`config.mk`:
```
export PLATFORM = sky130hd
export DESIGN_NAME = cawd_counter_array
export DESIGN_NICKNAME = d
export VERILOG_FILES = /design/src/shared/cawd_pkg.sv /design/src/hdl/cawd_channel.sv /design/src/hdl/cawd_counter_array.sv
export SDC_FILE = /design/constraint.sdc
export NUM_CORES = 1
export LEC_CHECK = 0
export BUFFER_PORTS_ARGS = -buffer_cell sky130_fd_sc_hd__buf_2
export CORE_MARGIN = 2
export CORE_UTILIZATION = 50
export CTS_CLUSTER_DIAMETER = 30
export DETAILED_ROUTE_END_ITERATION = 8
export PLACE_DENSITY_LB_ADDON = 0.2
export SLEW_MARGIN = 20
export SYNTH_ARGS = -nofsm -noshare
export SYNTH_HDL_FRONTEND = slang
export SYNTH_SLANG_ARGS = --single-unit
```
`constraint.sdc`:
```
create_clock -name clk -period 6.9 [get_ports clk]
set_clock_uncertainty 0.2 [all_clocks]
set_input_delay 0 -clock clk [delete_from_list [all_inputs] [get_ports clk]]
set_output_delay 0 -clock clk [all_outputs]
set_load 0.03 [all_outputs]
```
`src/shared/cawd_pkg.sv`:
```
// Purpose: constants shared by the counter array, pwm and watchdog logic
// Assumes: byte-wide special function register access with an address and a page
// Notes:   register offsets, field positions, reset values and timebase codes
package cawd_pkg;
  localparam int        NUM_MODULES  = 6;
  localparam int        WD_MODULE    = 5;
  localparam int        CNT_W        = 16;
  localparam int        LOW_W        = 11;
  // register locations
  localparam logic [7:0] ADDR_MODE      = 8'hd9;
  localparam logic [7:0] PAGE_BASE      = 8'h00;
  localparam logic [7:0] PAGE_PWM       = 8'h0f;
  localparam logic [7:0] ADDR_CTRL      = 8'hd8;
  localparam logic [7:0] ADDR_CNT_LO    = 8'hf9;
  localparam logic [7:0] ADDR_CNT_HI    = 8'hfa;
  localparam logic [7:0] ADDR_MMODE_0   = 8'hda;
  localparam logic [7:0] ADDR_CMPL_0    = 8'he0;
  localparam logic [7:0] ADDR_CMPH_0    = 8'he8;
  // mode register fields
  localparam int        MD_IDLE      = 7;
  localparam int        MD_WDEN      = 6;
  localparam int        MD_LOCK      = 5;
  localparam int        MD_SRC_HI    = 3;
  localparam int        MD_SRC_LO    = 1;
  localparam int        MD_ECF       = 0;
  localparam logic [7:0] MODE_RESET     = 8'h40;
  localparam logic [7:0] MODE_WR_MASK   = 8'hef;
  // pwm configuration fields
  localparam int        PW_RELOAD_SELECT     = 7;
  localparam int        PW_CYCLE_OVERFLOW_IRQ_ENABLE      = 6;
  localparam int        PW_CYCLE_OVERFLOW_FLAG      = 5;
  localparam int        PW_LEN_HI    = 1;
  localparam int        PW_LEN_LO    = 0;
  localparam logic [7:0] PWM_RESET      = 8'h00;
  localparam logic [7:0] PWM_WR_MASK    = 8'he3;
  // control register fields
  localparam int        CT_CF        = 7;
  localparam int        CT_RUN       = 6;
  localparam logic [7:0] CTRL_RESET     = 8'h00;
  // module mode fields
  localparam int        MM_CMPEN     = 6;
  localparam int        MM_MATEN     = 3;
  localparam int        MM_PWMEN     = 1;
  localparam logic [7:0] MMODE_RESET    = 8'h00;
  localparam logic [7:0] MMODE_TIMER    = 8'h48;
  // cycle lengths
  localparam logic [1:0] LEN_8          = 2'h0;
  localparam logic [1:0] LEN_9          = 2'h1;
  localparam logic [1:0] LEN_10         = 2'h2;
  localparam logic [1:0] LEN_11         = 2'h3;
  // timebase codes
  localparam logic [2:0] SRC_DIV12      = 3'h0;
  localparam logic [2:0] SRC_DIV4       = 3'h1;
  localparam logic [2:0] SRC_T0         = 3'h2;
  localparam logic [2:0] SRC_ECI        = 3'h3;
  localparam logic [2:0] SRC_SYS        = 3'h4;
  localparam logic [2:0] SRC_EXT8       = 3'h5;
  localparam logic [2:0] SRC_T4         = 3'h6;
  localparam logic [2:0] SRC_T5         = 3'h7;
  localparam logic [3:0] PRE_LAST       = 4'hb;
  localparam logic [1:0] PRE_DIV4_TAP   = 2'h3;
  localparam logic [2:0] EXT_LAST       = 3'h7;

  // low counter bits that form one pwm cycle
  function automatic logic [LOW_W-1:0] cawd_len_mask(input logic [1:0] lenSel);
    logic [LOW_W-1:0] m;
    m = 11'h0ff;
    case (lenSel)
      LEN_9:   m = 11'h1ff;
      LEN_10:  m = 11'h3ff;
      LEN_11:  m = 11'h7ff;
      default: m = 11'h0ff;
    endcase
    return m;
  endfunction : cawd_len_mask
endpackage : cawd_pkg
```
`src/hdl/cawd_channel.sv`:
```
// Purpose: one compare module: compare, reload and mode bytes, n-bit pwm output
// Assumes: tick and next counter value come from the counter array on the same clock
// Notes:   compare and reload bytes share addresses, chosen by the caller
`timescale 1ns/1ps
module cawd_channel
  import cawd_pkg::*;
(
  // clock and reset
  input  wire logic             clk,
  input  wire logic             rstn,
  // counter array
  input  wire logic             tick,
  input  wire logic [LOW_W-1:0] cntLow,
  input  wire logic             cycOvf,
  input  wire logic [1:0]       lenSel,
  input  wire logic             forceTimer,
  // register writes
  input  wire logic             wrLow,
  input  wire logic             wrHigh,
  input  wire logic             wrMode,
  input  wire logic             toReload,
  input  wire logic [7:0]       wrData,
  input  wire logic             clrMatch,
  // state
  output logic      [15:0]      cmpValue,
  output logic      [15:0]      reloadValue,
  output logic      [7:0]       modeBits,
  output logic                  matchFlag,
  output logic                  modOut
);
  typedef struct packed {
    logic [15:0] cmp;
    logic [15:0] rld;
    logic [7:0]  mode;
    logic        flag;
    logic        out;
  } cawd_ch_t;

  cawd_ch_t st;
  cawd_ch_t next_st;
  logic     pwmOn;
  logic     match;

  always_comb
  begin
    next_st = st;
    pwmOn   = next_st.mode[MM_CMPEN] && next_st.mode[MM_PWMEN] && (lenSel != LEN_8);
    match   = tick && (((cntLow ^ st.cmp[LOW_W-1:0]) & cawd_len_mask(lenSel)) == '0);
    if (wrMode)
    begin
      next_st.mode = wrData;
    end
    if (wrLow && toReload)
    begin
      next_st.rld[7:0] = wrData;
    end
    else if (wrLow)
    begin
      next_st.cmp[7:0]          = wrData;
      next_st.mode[MM_CMPEN]    = 1'b0;
    end
    if (wrHigh && toReload)
    begin
      next_st.rld[15:8] = wrData;
    end
    else if (wrHigh)
    begin
      next_st.cmp[15:8]         = wrData;
      next_st.mode[MM_CMPEN]    = 1'b1;
    end
    if (forceTimer)
    begin
      next_st.mode = MMODE_TIMER;
    end
    pwmOn = next_st.mode[MM_CMPEN] && next_st.mode[MM_PWMEN] && (lenSel != LEN_8) && !forceTimer;
    if (clrMatch)
    begin
      next_st.flag = 1'b0;
    end
    if (match && st.mode[MM_MATEN] && pwmOn)
    begin
      next_st.flag = 1'b1;
    end
    if (!next_st.mode[MM_CMPEN] || !pwmOn)
    begin
      next_st.out = 1'b0;
    end
    else if (cycOvf)
    begin
      next_st.out = 1'b0;
      next_st.cmp = st.rld;
    end
    else if (match)
    begin
      next_st.out = 1'b1;
    end
  end

  always_ff @(posedge clk)
  begin
    if (!rstn)
    begin
      st <= '{cmp: '0, rld: '0, mode: MMODE_RESET, flag: 1'b0, out: 1'b0};
    end
    else
    begin
      st <= next_st;
    end
  end

  assign cmpValue    = st.cmp;
  assign reloadValue = st.rld;
  assign modeBits    = st.mode;
  assign matchFlag   = st.flag;
  assign modOut      = st.out;
endmodule : cawd_channel

```
`src/hdl/cawd_counter_array.sv`:
```
// Purpose: counter array with timebase select, n-bit pwm modules and watchdog
// Assumes: special function register strobes on clk; read data one cycle after read
// Notes:   watchdog reset request is a one-cycle pulse for the system reset logic unless ticks come on consecutive cycles
`timescale 1ns/1ps
module cawd_counter_array
  import cawd_pkg::*;
#(
  parameter int NMOD = NUM_MODULES
)
(
  // clock and reset
  input  wire logic            clk,
  input  wire logic            rstn,
  // special function register access
  input  wire logic [7:0]      sfrAddr,
  input  wire logic [7:0]      sfrPage,
  input  wire logic            sfrWrite,
  input  wire logic            sfrRead,
  input  wire logic [7:0]      sfrWdata,
  output logic      [7:0]      sfrRdata,
  // system
  input  wire logic            cpuIdle,
  input  wire logic            timer0Ovf,
  input  wire logic            timer4Ovf,
  input  wire logic            timer5Ovf,
  // pins
  input  wire logic            externalCountInput,
  input  wire logic            externalClock,
  output logic      [NMOD-1:0] moduleOutput,
  // requests
  output logic                 irqRequest,
  output logic                 watchdogResetReq
);
  typedef struct packed {
    logic [7:0]       mode;
    logic [7:0]       pwm;
    logic [7:0]       ctrl;
    logic [CNT_W-1:0] cnt;
    logic [3:0]       pre;
    logic [2:0]       extDiv;
    logic             eci1;
    logic             eci2;
    logic             eci3;
    logic             ext1;
    logic             ext2;
    logic             ext3;
    logic [7:0]       rdata;
    logic             wdRst;
  } cawd_st_t;

  cawd_st_t         st;
  cawd_st_t         next_st;
  logic             wdOn;
  logic             running;
  logic             srcTick;
  logic             tick;
  logic [CNT_W-1:0] cntNext;
  logic             cycOvf;
  logic             wrMode;
  logic             wrPwm;
  logic             wrCtrl;
  logic [NMOD-1:0]  wrLow;
  logic [NMOD-1:0]  wrHigh;
  logic [NMOD-1:0]  wrMmode;
  logic [NMOD-1:0]  clrMatch;
  logic [NMOD-1:0]  matchFlag;
  logic [7:0]       chWdata [NMOD];
  logic [15:0]      cmpValue [NMOD];
  logic [15:0]      rldValue [NMOD];
  logic [7:0]       modeBits [NMOD];
  logic [7:0]       wdService;

  // whether an address is module i's entry within a block of module registers
  function automatic logic in_block(input logic [7:0] a, input logic [7:0] base, input int i);
    return (a == (base + 8'(i)));
  endfunction : in_block

  assign wdOn      = st.mode[MD_WDEN];
  assign wrMode    = sfrWrite && (sfrAddr == ADDR_MODE) && (sfrPage == PAGE_BASE);
  assign wrPwm     = sfrWrite && (sfrAddr == ADDR_MODE) && (sfrPage == PAGE_PWM);
  assign wrCtrl    = sfrWrite && (sfrAddr == ADDR_CTRL) && (sfrPage == PAGE_BASE);
  assign wdService = st.cnt[15:8] + cmpValue[WD_MODULE][7:0];

  // module register strobes
  generate
    for (genvar i = 0; i < NMOD; i++)
    begin : g_mod
      logic wdMod;
      assign wdMod       = (i == WD_MODULE) && wdOn;
      assign wrLow[i]    = sfrWrite && (sfrPage == PAGE_BASE) && in_block(sfrAddr, ADDR_CMPL_0, i);
      assign wrHigh[i]   = sfrWrite && (sfrPage == PAGE_BASE) && in_block(sfrAddr, ADDR_CMPH_0, i);
      assign wrMmode[i]  = sfrWrite && (sfrPage == PAGE_BASE)
                           && in_block(sfrAddr, ADDR_MMODE_0, i) && !wdMod;
      assign clrMatch[i] = wrCtrl && !sfrWdata[i];
      assign chWdata[i]  = (wdMod && wrHigh[i]) ? wdService : sfrWdata;

      cawd_channel u_channel (
        .clk         (clk),
        .rstn        (rstn),
        .tick        (tick),
        .cntLow      (cntNext[LOW_W-1:0]),
        .cycOvf      (cycOvf),
        .lenSel      (st.pwm[PW_LEN_HI:PW_LEN_LO]),
        .forceTimer  (wdMod),
        .wrLow       (wrLow[i]),
        .wrHigh      (wrHigh[i]),
        .wrMode      (wrMmode[i]),
        .toReload    (st.pwm[PW_RELOAD_SELECT] && !wdMod),
        .wrData      (chWdata[i]),
        .clrMatch    (clrMatch[i]),
        .cmpValue    (cmpValue[i]),
        .reloadValue (rldValue[i]),
        .modeBits    (modeBits[i]),
        .matchFlag   (matchFlag[i]),
        .modOut      (moduleOutput[i])
      );
    end
  endgenerate

  // timebase and counter step
  always_comb
  begin
    case (st.mode[MD_SRC_HI:MD_SRC_LO])
      SRC_DIV12: srcTick = (st.pre == PRE_LAST);
      SRC_DIV4:  srcTick = (st.pre[1:0] == PRE_DIV4_TAP);
      SRC_T0:    srcTick = timer0Ovf;
      SRC_ECI:   srcTick = st.eci3 && !st.eci2;
      SRC_SYS:   srcTick = 1'b1;
      SRC_EXT8:  srcTick = st.ext2 && !st.ext3 && (st.extDiv == EXT_LAST);
      SRC_T4:    srcTick = timer4Ovf;
      default:   srcTick = timer5Ovf;
    endcase
    running = (st.ctrl[CT_RUN] || wdOn) && !(cpuIdle && st.mode[MD_IDLE]);
    tick    = running && srcTick;
    cntNext = st.cnt + 16'h0001;
    cycOvf  = tick && ((st.cnt[LOW_W-1:0] & cawd_len_mask(st.pwm[PW_LEN_HI:PW_LEN_LO]))
              == cawd_len_mask(st.pwm[PW_LEN_HI:PW_LEN_LO]));
  end

  // register state
  always_comb
  begin
    next_st      = st;
    next_st.eci1 = externalCountInput;
    next_st.eci2 = st.eci1;
    next_st.eci3 = st.eci2;
    next_st.ext1 = externalClock;
    next_st.ext2 = st.ext1;
    next_st.ext3 = st.ext2;
    next_st.pre  = (st.pre == PRE_LAST) ? 4'h0 : st.pre + 4'h1;
    if (st.ext2 && !st.ext3)
    begin
      next_st.extDiv = st.extDiv + 3'h1;
    end
    // mode register
    if (wrMode && wdOn)
    begin
      next_st.mode[MD_WDEN] = sfrWdata[MD_WDEN] || st.mode[MD_LOCK];
      next_st.mode[MD_LOCK] = st.mode[MD_LOCK] || sfrWdata[MD_LOCK];
    end
    else if (wrMode)
    begin
      next_st.mode = sfrWdata & MODE_WR_MASK;
    end
    // pwm configuration
    if (wrPwm)
    begin
      next_st.pwm = sfrWdata & PWM_WR_MASK;
    end
    if (cycOvf)
    begin
      next_st.pwm[PW_CYCLE_OVERFLOW_FLAG] = 1'b1;
    end
    // control: run bit, overflow flag
    if (wrCtrl)
    begin
      next_st.ctrl[CT_RUN] = sfrWdata[CT_RUN];
      next_st.ctrl[CT_CF]  = sfrWdata[CT_CF];
    end
    // counter
    if (tick)
    begin
      next_st.cnt = cntNext;
      if (st.cnt == '1)
      begin
        next_st.ctrl[CT_CF] = 1'b1;
      end
    end
    if (!wdOn && sfrWrite && (sfrPage == PAGE_BASE))
    begin
      if (sfrAddr == ADDR_CNT_LO)
      begin
        next_st.cnt[7:0] = sfrWdata;
      end
      else if (sfrAddr == ADDR_CNT_HI)
      begin
        next_st.cnt[15:8] = sfrWdata;
      end
    end
    // watchdog
    next_st.wdRst = wdOn && tick && (cntNext[15:8] == cmpValue[WD_MODULE][15:8])
                    && !wrHigh[WD_MODULE];
    // read data
    next_st.rdata = st.rdata;
    if (sfrRead)
    begin
      next_st.rdata = 8'h00;
      if (sfrAddr == ADDR_MODE && sfrPage == PAGE_BASE)
      begin
        next_st.rdata = st.mode;
      end
      else if (sfrAddr == ADDR_MODE && sfrPage == PAGE_PWM)
      begin
        next_st.rdata = st.pwm;
      end
      else if (sfrPage == PAGE_BASE && sfrAddr == ADDR_CTRL)
      begin
        next_st.rdata = {st.ctrl[CT_CF], st.ctrl[CT_RUN], 6'(matchFlag)};
      end
      else if (sfrPage == PAGE_BASE && sfrAddr == ADDR_CNT_LO)
      begin
        next_st.rdata = st.cnt[7:0];
      end
      else if (sfrPage == PAGE_BASE && sfrAddr == ADDR_CNT_HI)
      begin
        next_st.rdata = st.cnt[15:8];
      end
      else if (sfrPage == PAGE_BASE)
      begin
        for (int i = 0; i < NMOD; i++)
        begin
          if (in_block(sfrAddr, ADDR_MMODE_0, i))
          begin
            next_st.rdata = modeBits[i];
          end
          else if (in_block(sfrAddr, ADDR_CMPL_0, i))
          begin
            next_st.rdata = st.pwm[PW_RELOAD_SELECT] ? rldValue[i][7:0] : cmpValue[i][7:0];
          end
          else if (in_block(sfrAddr, ADDR_CMPH_0, i))
          begin
            next_st.rdata = st.pwm[PW_RELOAD_SELECT] ? rldValue[i][15:8] : cmpValue[i][15:8];
          end
        end
      end
    end
  end

  always_ff @(posedge clk)
  begin
    if (!rstn)
    begin
      st      <= '0;
      st.mode <= MODE_RESET;
      st.pwm  <= PWM_RESET;
      st.ctrl <= CTRL_RESET;
    end
    else
    begin
      st <= next_st;
    end
  end

  assign sfrRdata         = st.rdata;
  assign watchdogResetReq = st.wdRst;
  assign irqRequest       = (st.ctrl[CT_CF] && st.mode[MD_ECF])
                            || (st.pwm[PW_CYCLE_OVERFLOW_FLAG] && st.pwm[PW_CYCLE_OVERFLOW_IRQ_ENABLE]);
endmodule : cawd_counter_array

```
# --- Yosys cells after proc, flatten, opt, wreduce, memory -nomap -nowiden ---
# Index checks and enable logic that the tools add are counted.
word_totals:
  word_cells: 403
  out_inout_bits: 16
  register_bits: 304
  in_bits: 34
op_classes:
  add_sub_neg: 4
  eq_ne: 38
  n_reduce_logical: 156
  muxes: 130
  bitwise: 15
ops:
  columns: ["op", "n"]
  rows:
  - ["8-bit two-way mux", 64]
  - ["16-bit two-way mux", 14]
  - ["8-bit equality test (second input constant)", 22]
  - ["1-bit logical AND", 96]
  - ["11-bit AND", 7]
  - ["11-bit logical NOT", 6]
  - ["11-bit XOR", 6]
  - ["7-bit two-way mux", 8]
  - ["1-bit two-way mux", 39]
  - ["11-bit one-hot mux with 3 select lines", 1]
  - ["1-bit logical NOT", 23]
  - ["2-bit nonzero test", 10]
  - ["3-bit OR reduction", 6]
  - ["16-bit by 1-bit adder with 16-bit output (second input constant)", 1]
  - ["16-bit equality test (second input constant)", 1]
  - ["3-bit equality test (second input constant)", 4]
  - ["11-bit equality test", 1]
  - ["1-bit logical OR", 10]
  - ["8-bit adder", 1]
  - ["8-bit by 4-bit equality test with 1-bit output (second input constant)", 1]
  - ["8-bit equality test", 1]
  - ["8-bit logical NOT", 1]
  - ["1-bit one-hot mux with 7 select lines", 1]
  - ["2-bit equality test (second input constant)", 3]
  - ["other kinds (12)", 16]

# --- Longest topological paths before layout ---
logic_depth:
  depth_word: 25
  mapped_depth: 12
  ltp_nobuf: 9

# --- Cells and area by module ---
# From an unflattened synthesis, not the netlist that was laid out.
unflattened:
  cells_unflattened: 2006
  area_unflattened_um2: 17723.2
by_module_without_submodules:
  columns: ["module", "area_per_inst_um2", "n_inst", "cells_each"]
  rows:
  - ["cawd_channel", 1954.4, 6, 205]
  - ["cawd_counter_array", 5997.0, 1, 776]

# --- Worst setup path before layout ---
# OpenSTA, ideal clock, no wires.
synth_path:
  path_kind: "register to register"
  start: "reg st[22] (netlist bit)"
  end: "reg g_mod[1].u_channel.st (netlist bit g_mod[1].u_channel.matchFlag)"
  setup_ns: 0.058
  required_ns: 6.642
  setup_slack_ns: 3.828
  synth_period_minus_slack_ns: 3.072
  arrival_ns: 2.813
  n_path_buf: 2
  path_stages_with_launch: 10
  path_cell_list: "dfxtp_1 clkbuf_1 and3_1 clkbuf_1 nand4_1 xor2_1 xnor2_1 a211o_1 a2111oi_0 a21o_1"
synth_between:
  elab_chain_cells: 8
  word_cells_on_any_way: 9
  cone_classes: "add/sub (1); mux (1); bitwise (2); reduce/logical (5)"
synth_lines:
  columns: ["item", "line_no", "rtl"]
  rows:
  - ["start: declaration", "cawd_counter_array.sv:51", "cawd_st_t st;"]
  - ["start signal: assignment", "cawd_counter_array.sv:260", "st <= next_st;"]
  - ["16-bit by 1-bit adder with 16-bit output *", "cawd_counter_array.sv:135", "cntNext = st.cnt + 16'h0001;"]
  - ["11-bit XOR *", "cawd_channel.sv:48", "match = tick && (((cntLow ^ st.cmp[LOW_W-1:0]) & cawd_len_mask(lenSel)) == '0);"]
  - ["11-bit AND *", "cawd_channel.sv:48", null]
  - ["11-bit logical NOT *", "cawd_channel.sv:48", null]
  - ["1-bit logical AND *", "cawd_channel.sv:48", null]
  - ["1-bit logical AND * (2 in a row)", "cawd_channel.sv:80", "if (match && st.mode[MM_MATEN] && pwmOn)"]
  - ["1-bit two-way mux / 2-bit nonzero test (equally long branches)", null, null]
  - ["end signal: assignment", "cawd_channel.sv:103", "st <= '{cmp: '0, rld: '0, mode: MMODE_RESET, flag: 1'b0, out: 1'b0};"]
  - ["end signal: assignment", "cawd_channel.sv:107", "st <= next_st;"]
  - ["end: declaration", "cawd_channel.sv:39", "cawd_ch_t st;"]
# Every way passes the cells marked *; elsewhere a longest branch is shown, timed or not.
# A chain may end at the register's enable or synchronous reset.

# --- Worst setup path after layout ---
layout_path:
  start: "reg st[27] (netlist bit)"
  end: "reg g_mod[1].u_channel.st (netlist bit g_mod[1].u_channel.matchFlag)"
# The elaborated chain is that of the path after synthesis.

==> flow_metrics.env <==
export IMPL_violations="design-rule violations"
export IMPL_finalNonFillerCells=2678
export IMPL_grtUsageTotal=0.381
export IMPL_wl_per_cell_um=26.1
export IMPL_r2r_end="g_mod[1].u_channel.matchFlag$_SDFFE_PN0P_"
export IMPL_grt_start_max_net_pins=103
export IMPL_required_ns=7.23
export IMPL_reg2regPathDepth=7
export IMPL_area_growth_syn_to_layout_pct=19.4
export IMPL_async_flop_share=0
export IMPL_p_leak_nw=7.30
export IMPL_critical_path_max_stage_delay_ns=1.03
export IMPL_ys_warn_count=0
export IMPL_pwr_density_cell_mw_per_mm2=279
export IMPL_slew_headroom=0.224
export IMPL_postPlaceCellArea_sq_mm=0.0177
export IMPL_path_max_fanout=16
export IMPL_tightest_slew_ns=1.16
export IMPL_clockBufferDepth=3
export IMPL_wl_mm=69.9
export IMPL_syn_nets=2204
export IMPL_yosysTopAreaCellShare=0.349
export IMPL_antenna_found_initial=1
export IMPL_drt_pre_antenna_iters=9
export IMPL_cts_htree_levels=3
export IMPL_holdPathEnd="g_mod[2].u_channel.modeBits[6]$_SDFF_PN0_"
export IMPL_fin_area_sq_mm=0.0208
export IMPL_cp_slowest_cell="xor2_1"
export IMPL_cp_buffers_inverters=0
export IMPL_overflow=0
export IMPL_slew_viol_final=0
export IMPL_ys_ff_latch=304
export IMPL_fp_row_count=68
export IMPL_num_vias=17600
export IMPL_synthDistinctLibCells=83
export IMPL_io_pins=50
export IMPL_arrival_ns=4.98
export IMPL_clock_latency_ns=0.60
export IMPL_dp_cells=2500
export IMPL_core_area_sq_mm=0.0345
export IMPL_grt_pass1_vias=16600
export IMPL_port_buffers=49
export IMPL_antenna_cells=0
export IMPL_die_area_sq_mm=0.0364
export IMPL_die_y_um=191
export IMPL_synth_top_flop_cell="dfxtp_1"
export IMPL_synthCells=2158
export IMPL_finalHoldViolations=0
export IMPL_post_place_ws_ns=2.42
export IMPL_syn_cell_area_sq_mm=0.0174
export IMPL_clk_pin_slew_ns=0.05
export IMPL_min_period_over_period=0.673
export IMPL_start_util=0.506
export IMPL_finalCriticalPeriod_ns=4.65
export IMPL_root_buffer="clkbuf_16"
export IMPL_cp_top_family="compound AO/OA/AOI/OAI gates"
export IMPL_synth_edf_count=0
export IMPL_rsz0062_at_grt="false"
export IMPL_finalSetupViolations=0
export IMPL_place_hpwl_mm=47.1
export IMPL_outcome="finished with violations"
export IMPL_hp_class="in2reg"
export IMPL_r2r_setup_slack_ns=2.25
export IMPL_tns_ns=0
export IMPL_holdWs_ns=0.109
export IMPL_cts_resized=0
export IMPL_ir_worst_vdd_v=0.000202
export IMPL_dr_first_iter_drc_count=2330
export IMPL_cts_made_buffers=77
export IMPL_tritoncts="built"
export IMPL_fin_ws_ns=2.25
export IMPL_crit_type="reg2reg"
export IMPL_crit_path_end_kind="flop"
export IMPL_postSynthAreaPerCell_sq_um=8.09
export IMPL_r2r_start="st[27]$_SDFF_PN0_"
export IMPL_drive_gt1_frac=0.137
export IMPL_grt_pass1_wl_mm=104
export IMPL_drc=1
export IMPL_crit_path_cell_trace="and4_1 > nand4_1 > xor2_1 > xnor2_1 > a211o_1 > a2111oi_0 > a21o_1"
export IMPL_nets=2207
export IMPL_hold_path_depth=5
export IMPL_clock_sinks=304
export IMPL_synth_largest_area_cell="dfxtp_1"
export IMPL_worstHoldStart="sfrAddr[1]"
export IMPL_synth_area_leaders="dfxtp_1 (35%), mux2i_1 (7.7%), nand2_1 (6.4%)"
export IMPL_maxCapViolations=0
export IMPL_fmaxAchievable_ghz=0.215
export IMPL_via_per_inst=6.59
export IMPL_die_w_um=191
export IMPL_ys_seq_area_frac=0.349
export IMPL_globalplace_congestion=1.02
export IMPL_n_fill_cell=3065
export IMPL_ant_nets=0
export IMPL_start_kind="flop"
==> cell usage in the layout (no fill, tap or decap), types with 23 or more instances in the layout <==
master         instances
o21ai_0              113
mux2i_1              134
a211oi_1              60
a21oi_1              179
a211oi_2              23
nand3_1               73
dfxtp_1              303
xor2_1                34
dlygate4sd3_1         36
nor3_1                38
a311oi_1              24
nand2_1              298
o22ai_1               33
buf_4                 29
clkbuf_16             78
nor2_1               238
buf_2                 49
nand4_1               23
xnor2_1               72
==> power breakdown <==
group          switching [W]  total (W)  internal (W)  leakage [nW]
Sequential        0.00000375    0.00177       0.00177          2.45
Clock                0.00116    0.00386       0.00270          1.35
Combinational       0.000140   0.000185     0.0000446          3.50
Total                0.00131    0.00581       0.00451          7.30
==> routing by layer <==
| metal | wire (um) | track usage |
|---|---|---|
| met1 | 28100 | 0.492 |
| met2 | 30900 | 0.590 |
| met3 | 6570 | 0.0755 |
| met4 | 4410 | 0.224 |
| met5 | 0 | 0 |
==> cell usage after synthesis (6+ instances only) <==
cell type  instances
clkbuf_1         143
and3_1             8
or4_1              7
a311oi_1          24
xnor2_1           72
a221oi_1           6
nor2b_1           15
ha_1              11
nand2_1          298
nand4_1           23
o22ai_1           33
a311oi_2          11
xor2_1            34
o21ai_0          113
mux2i_1          134
o211ai_1          19
a211oi_1          60
buf_6              6
nor2_1           238
mux2_2            21
buf_1             11
a31oi_1            8
a2111oi_0         10
a211oi_2          23
nand2b_1          10
and2_1            13
a21oi_1          179
nand3_1           74
buf_2              9
o221ai_1          10
o2bb2ai_1          8
mux4_2            15
inv_1             15
buf_4             21
o2111ai_1          9
dfxtp_1          304
nor3_1            39
or2_2              6
nor4_1            11
==> sequential cells by signal (all words and copies together) (netlist names), 4 cells and up <==
signal,count
g_mod.u_channel.modOut,6
g_mod.u_channel.reloadValue,96
sfrRdata,8
next_st,4
g_mod.u_channel.matchFlag,6
st,38
g_mod.u_channel.modeBits,48
g_mod.u_channel.cmpValue,96
==> cell families (layout without fill, tap and decap cells) <==
group                    after synthesis  count (layout)  synth area share
multiplexers                         170             170             0.110
AND/OR/NAND/NOR                      784             784             0.203
AO/OA/AOI/OAI                        571             571             0.222
flip-flops                           304             304             0.349
adder cells (fa/ha/maj)               16              16            0.0113
XOR/XNOR                             106             106            0.0532
buffers and inverters                207             272            0.0523
==> worst max-delay path by stage <==
| stage | startpoint | to | slack (ns) | cells past startpoint |
|---|---|---|---|---|
| 2_1_floorplan | st[22]$_SDFF_PN0_ | g_mod[1].u_channel.matchFlag$_SDFFE_PN0P_ | 3.83 | 9 |
| 3_3_place_gp | st[28]$_SDFF_PN0_ | g_mod[1].u_channel.matchFlag$_SDFFE_PN0P_ | 2.64 | 7 |
| 3_5_place_dp | sfrAddr[3] | g_mod[2].u_channel.cmpValue[13]$_SDFF_PN0_ | 2.42 | 8 |
| 4_1_cts | st[28]$_SDFF_PN0_ | g_mod[1].u_channel.matchFlag$_SDFFE_PN0P_ | 2.41 | 7 |
| 5_1_grt | st[29]$_SDFF_PN0_ | g_mod[1].u_channel.matchFlag$_SDFFE_PN0P_ | 2.07 | 7 |
| 6_report | st[27]$_SDFF_PN0_ | g_mod[1].u_channel.matchFlag$_SDFFE_PN0P_ | 2.25 | 7 |
==> layout make-up <==
| type | instances | area (sq um) | area share |
|---|---|---|---|
| Timing Repair Buffer | 115 | 843 | 0.0405 |
| Multi-Input combinational cell | 1647 | 10500 | 0.503 |
| Clock inverter | 48 | 677 | 0.0325 |
| Clock buffer | 93 | 2110 | 0.101 |
| Tap cell | 455 | 569 | 0.0273 |
| Inverter | 16 | 67.6 | 0.00324 |
| Sequential cell | 304 | 6090 | 0.292 |
==> stage by stage <==
step / utilization / power, W
6_report: 0.605 / 0.00581
5_1_grt: 0.605 / 0.00594
4_1_cts: 0.604 / 0.00582
3_5_place_dp: 0.513 / 0.00197
3_3_place_gp: 0.512 / 0.00196
2_1_floorplan: - / 0.00190
==> repair_timing <==
| item | 4_1_cts | 5_1_grt |
|---|---|---|
| buffers inserted | 0 | 0 |
| endpoints found under the hold margin | 255 | 0 |
| hold buffers | 36 | 0 |
==> worst register-to-register path, cell delays in order (launching register included) <==
cell       delay [ns]
dfxtp_1          0.91
and4_1           0.40
nand4_1          0.56
xor2_1           1.03
xnor2_1          0.15
a211o_1          0.31
a2111oi_0        0.84
a21o_1           0.20
Power figures use the tool's default switching activity.
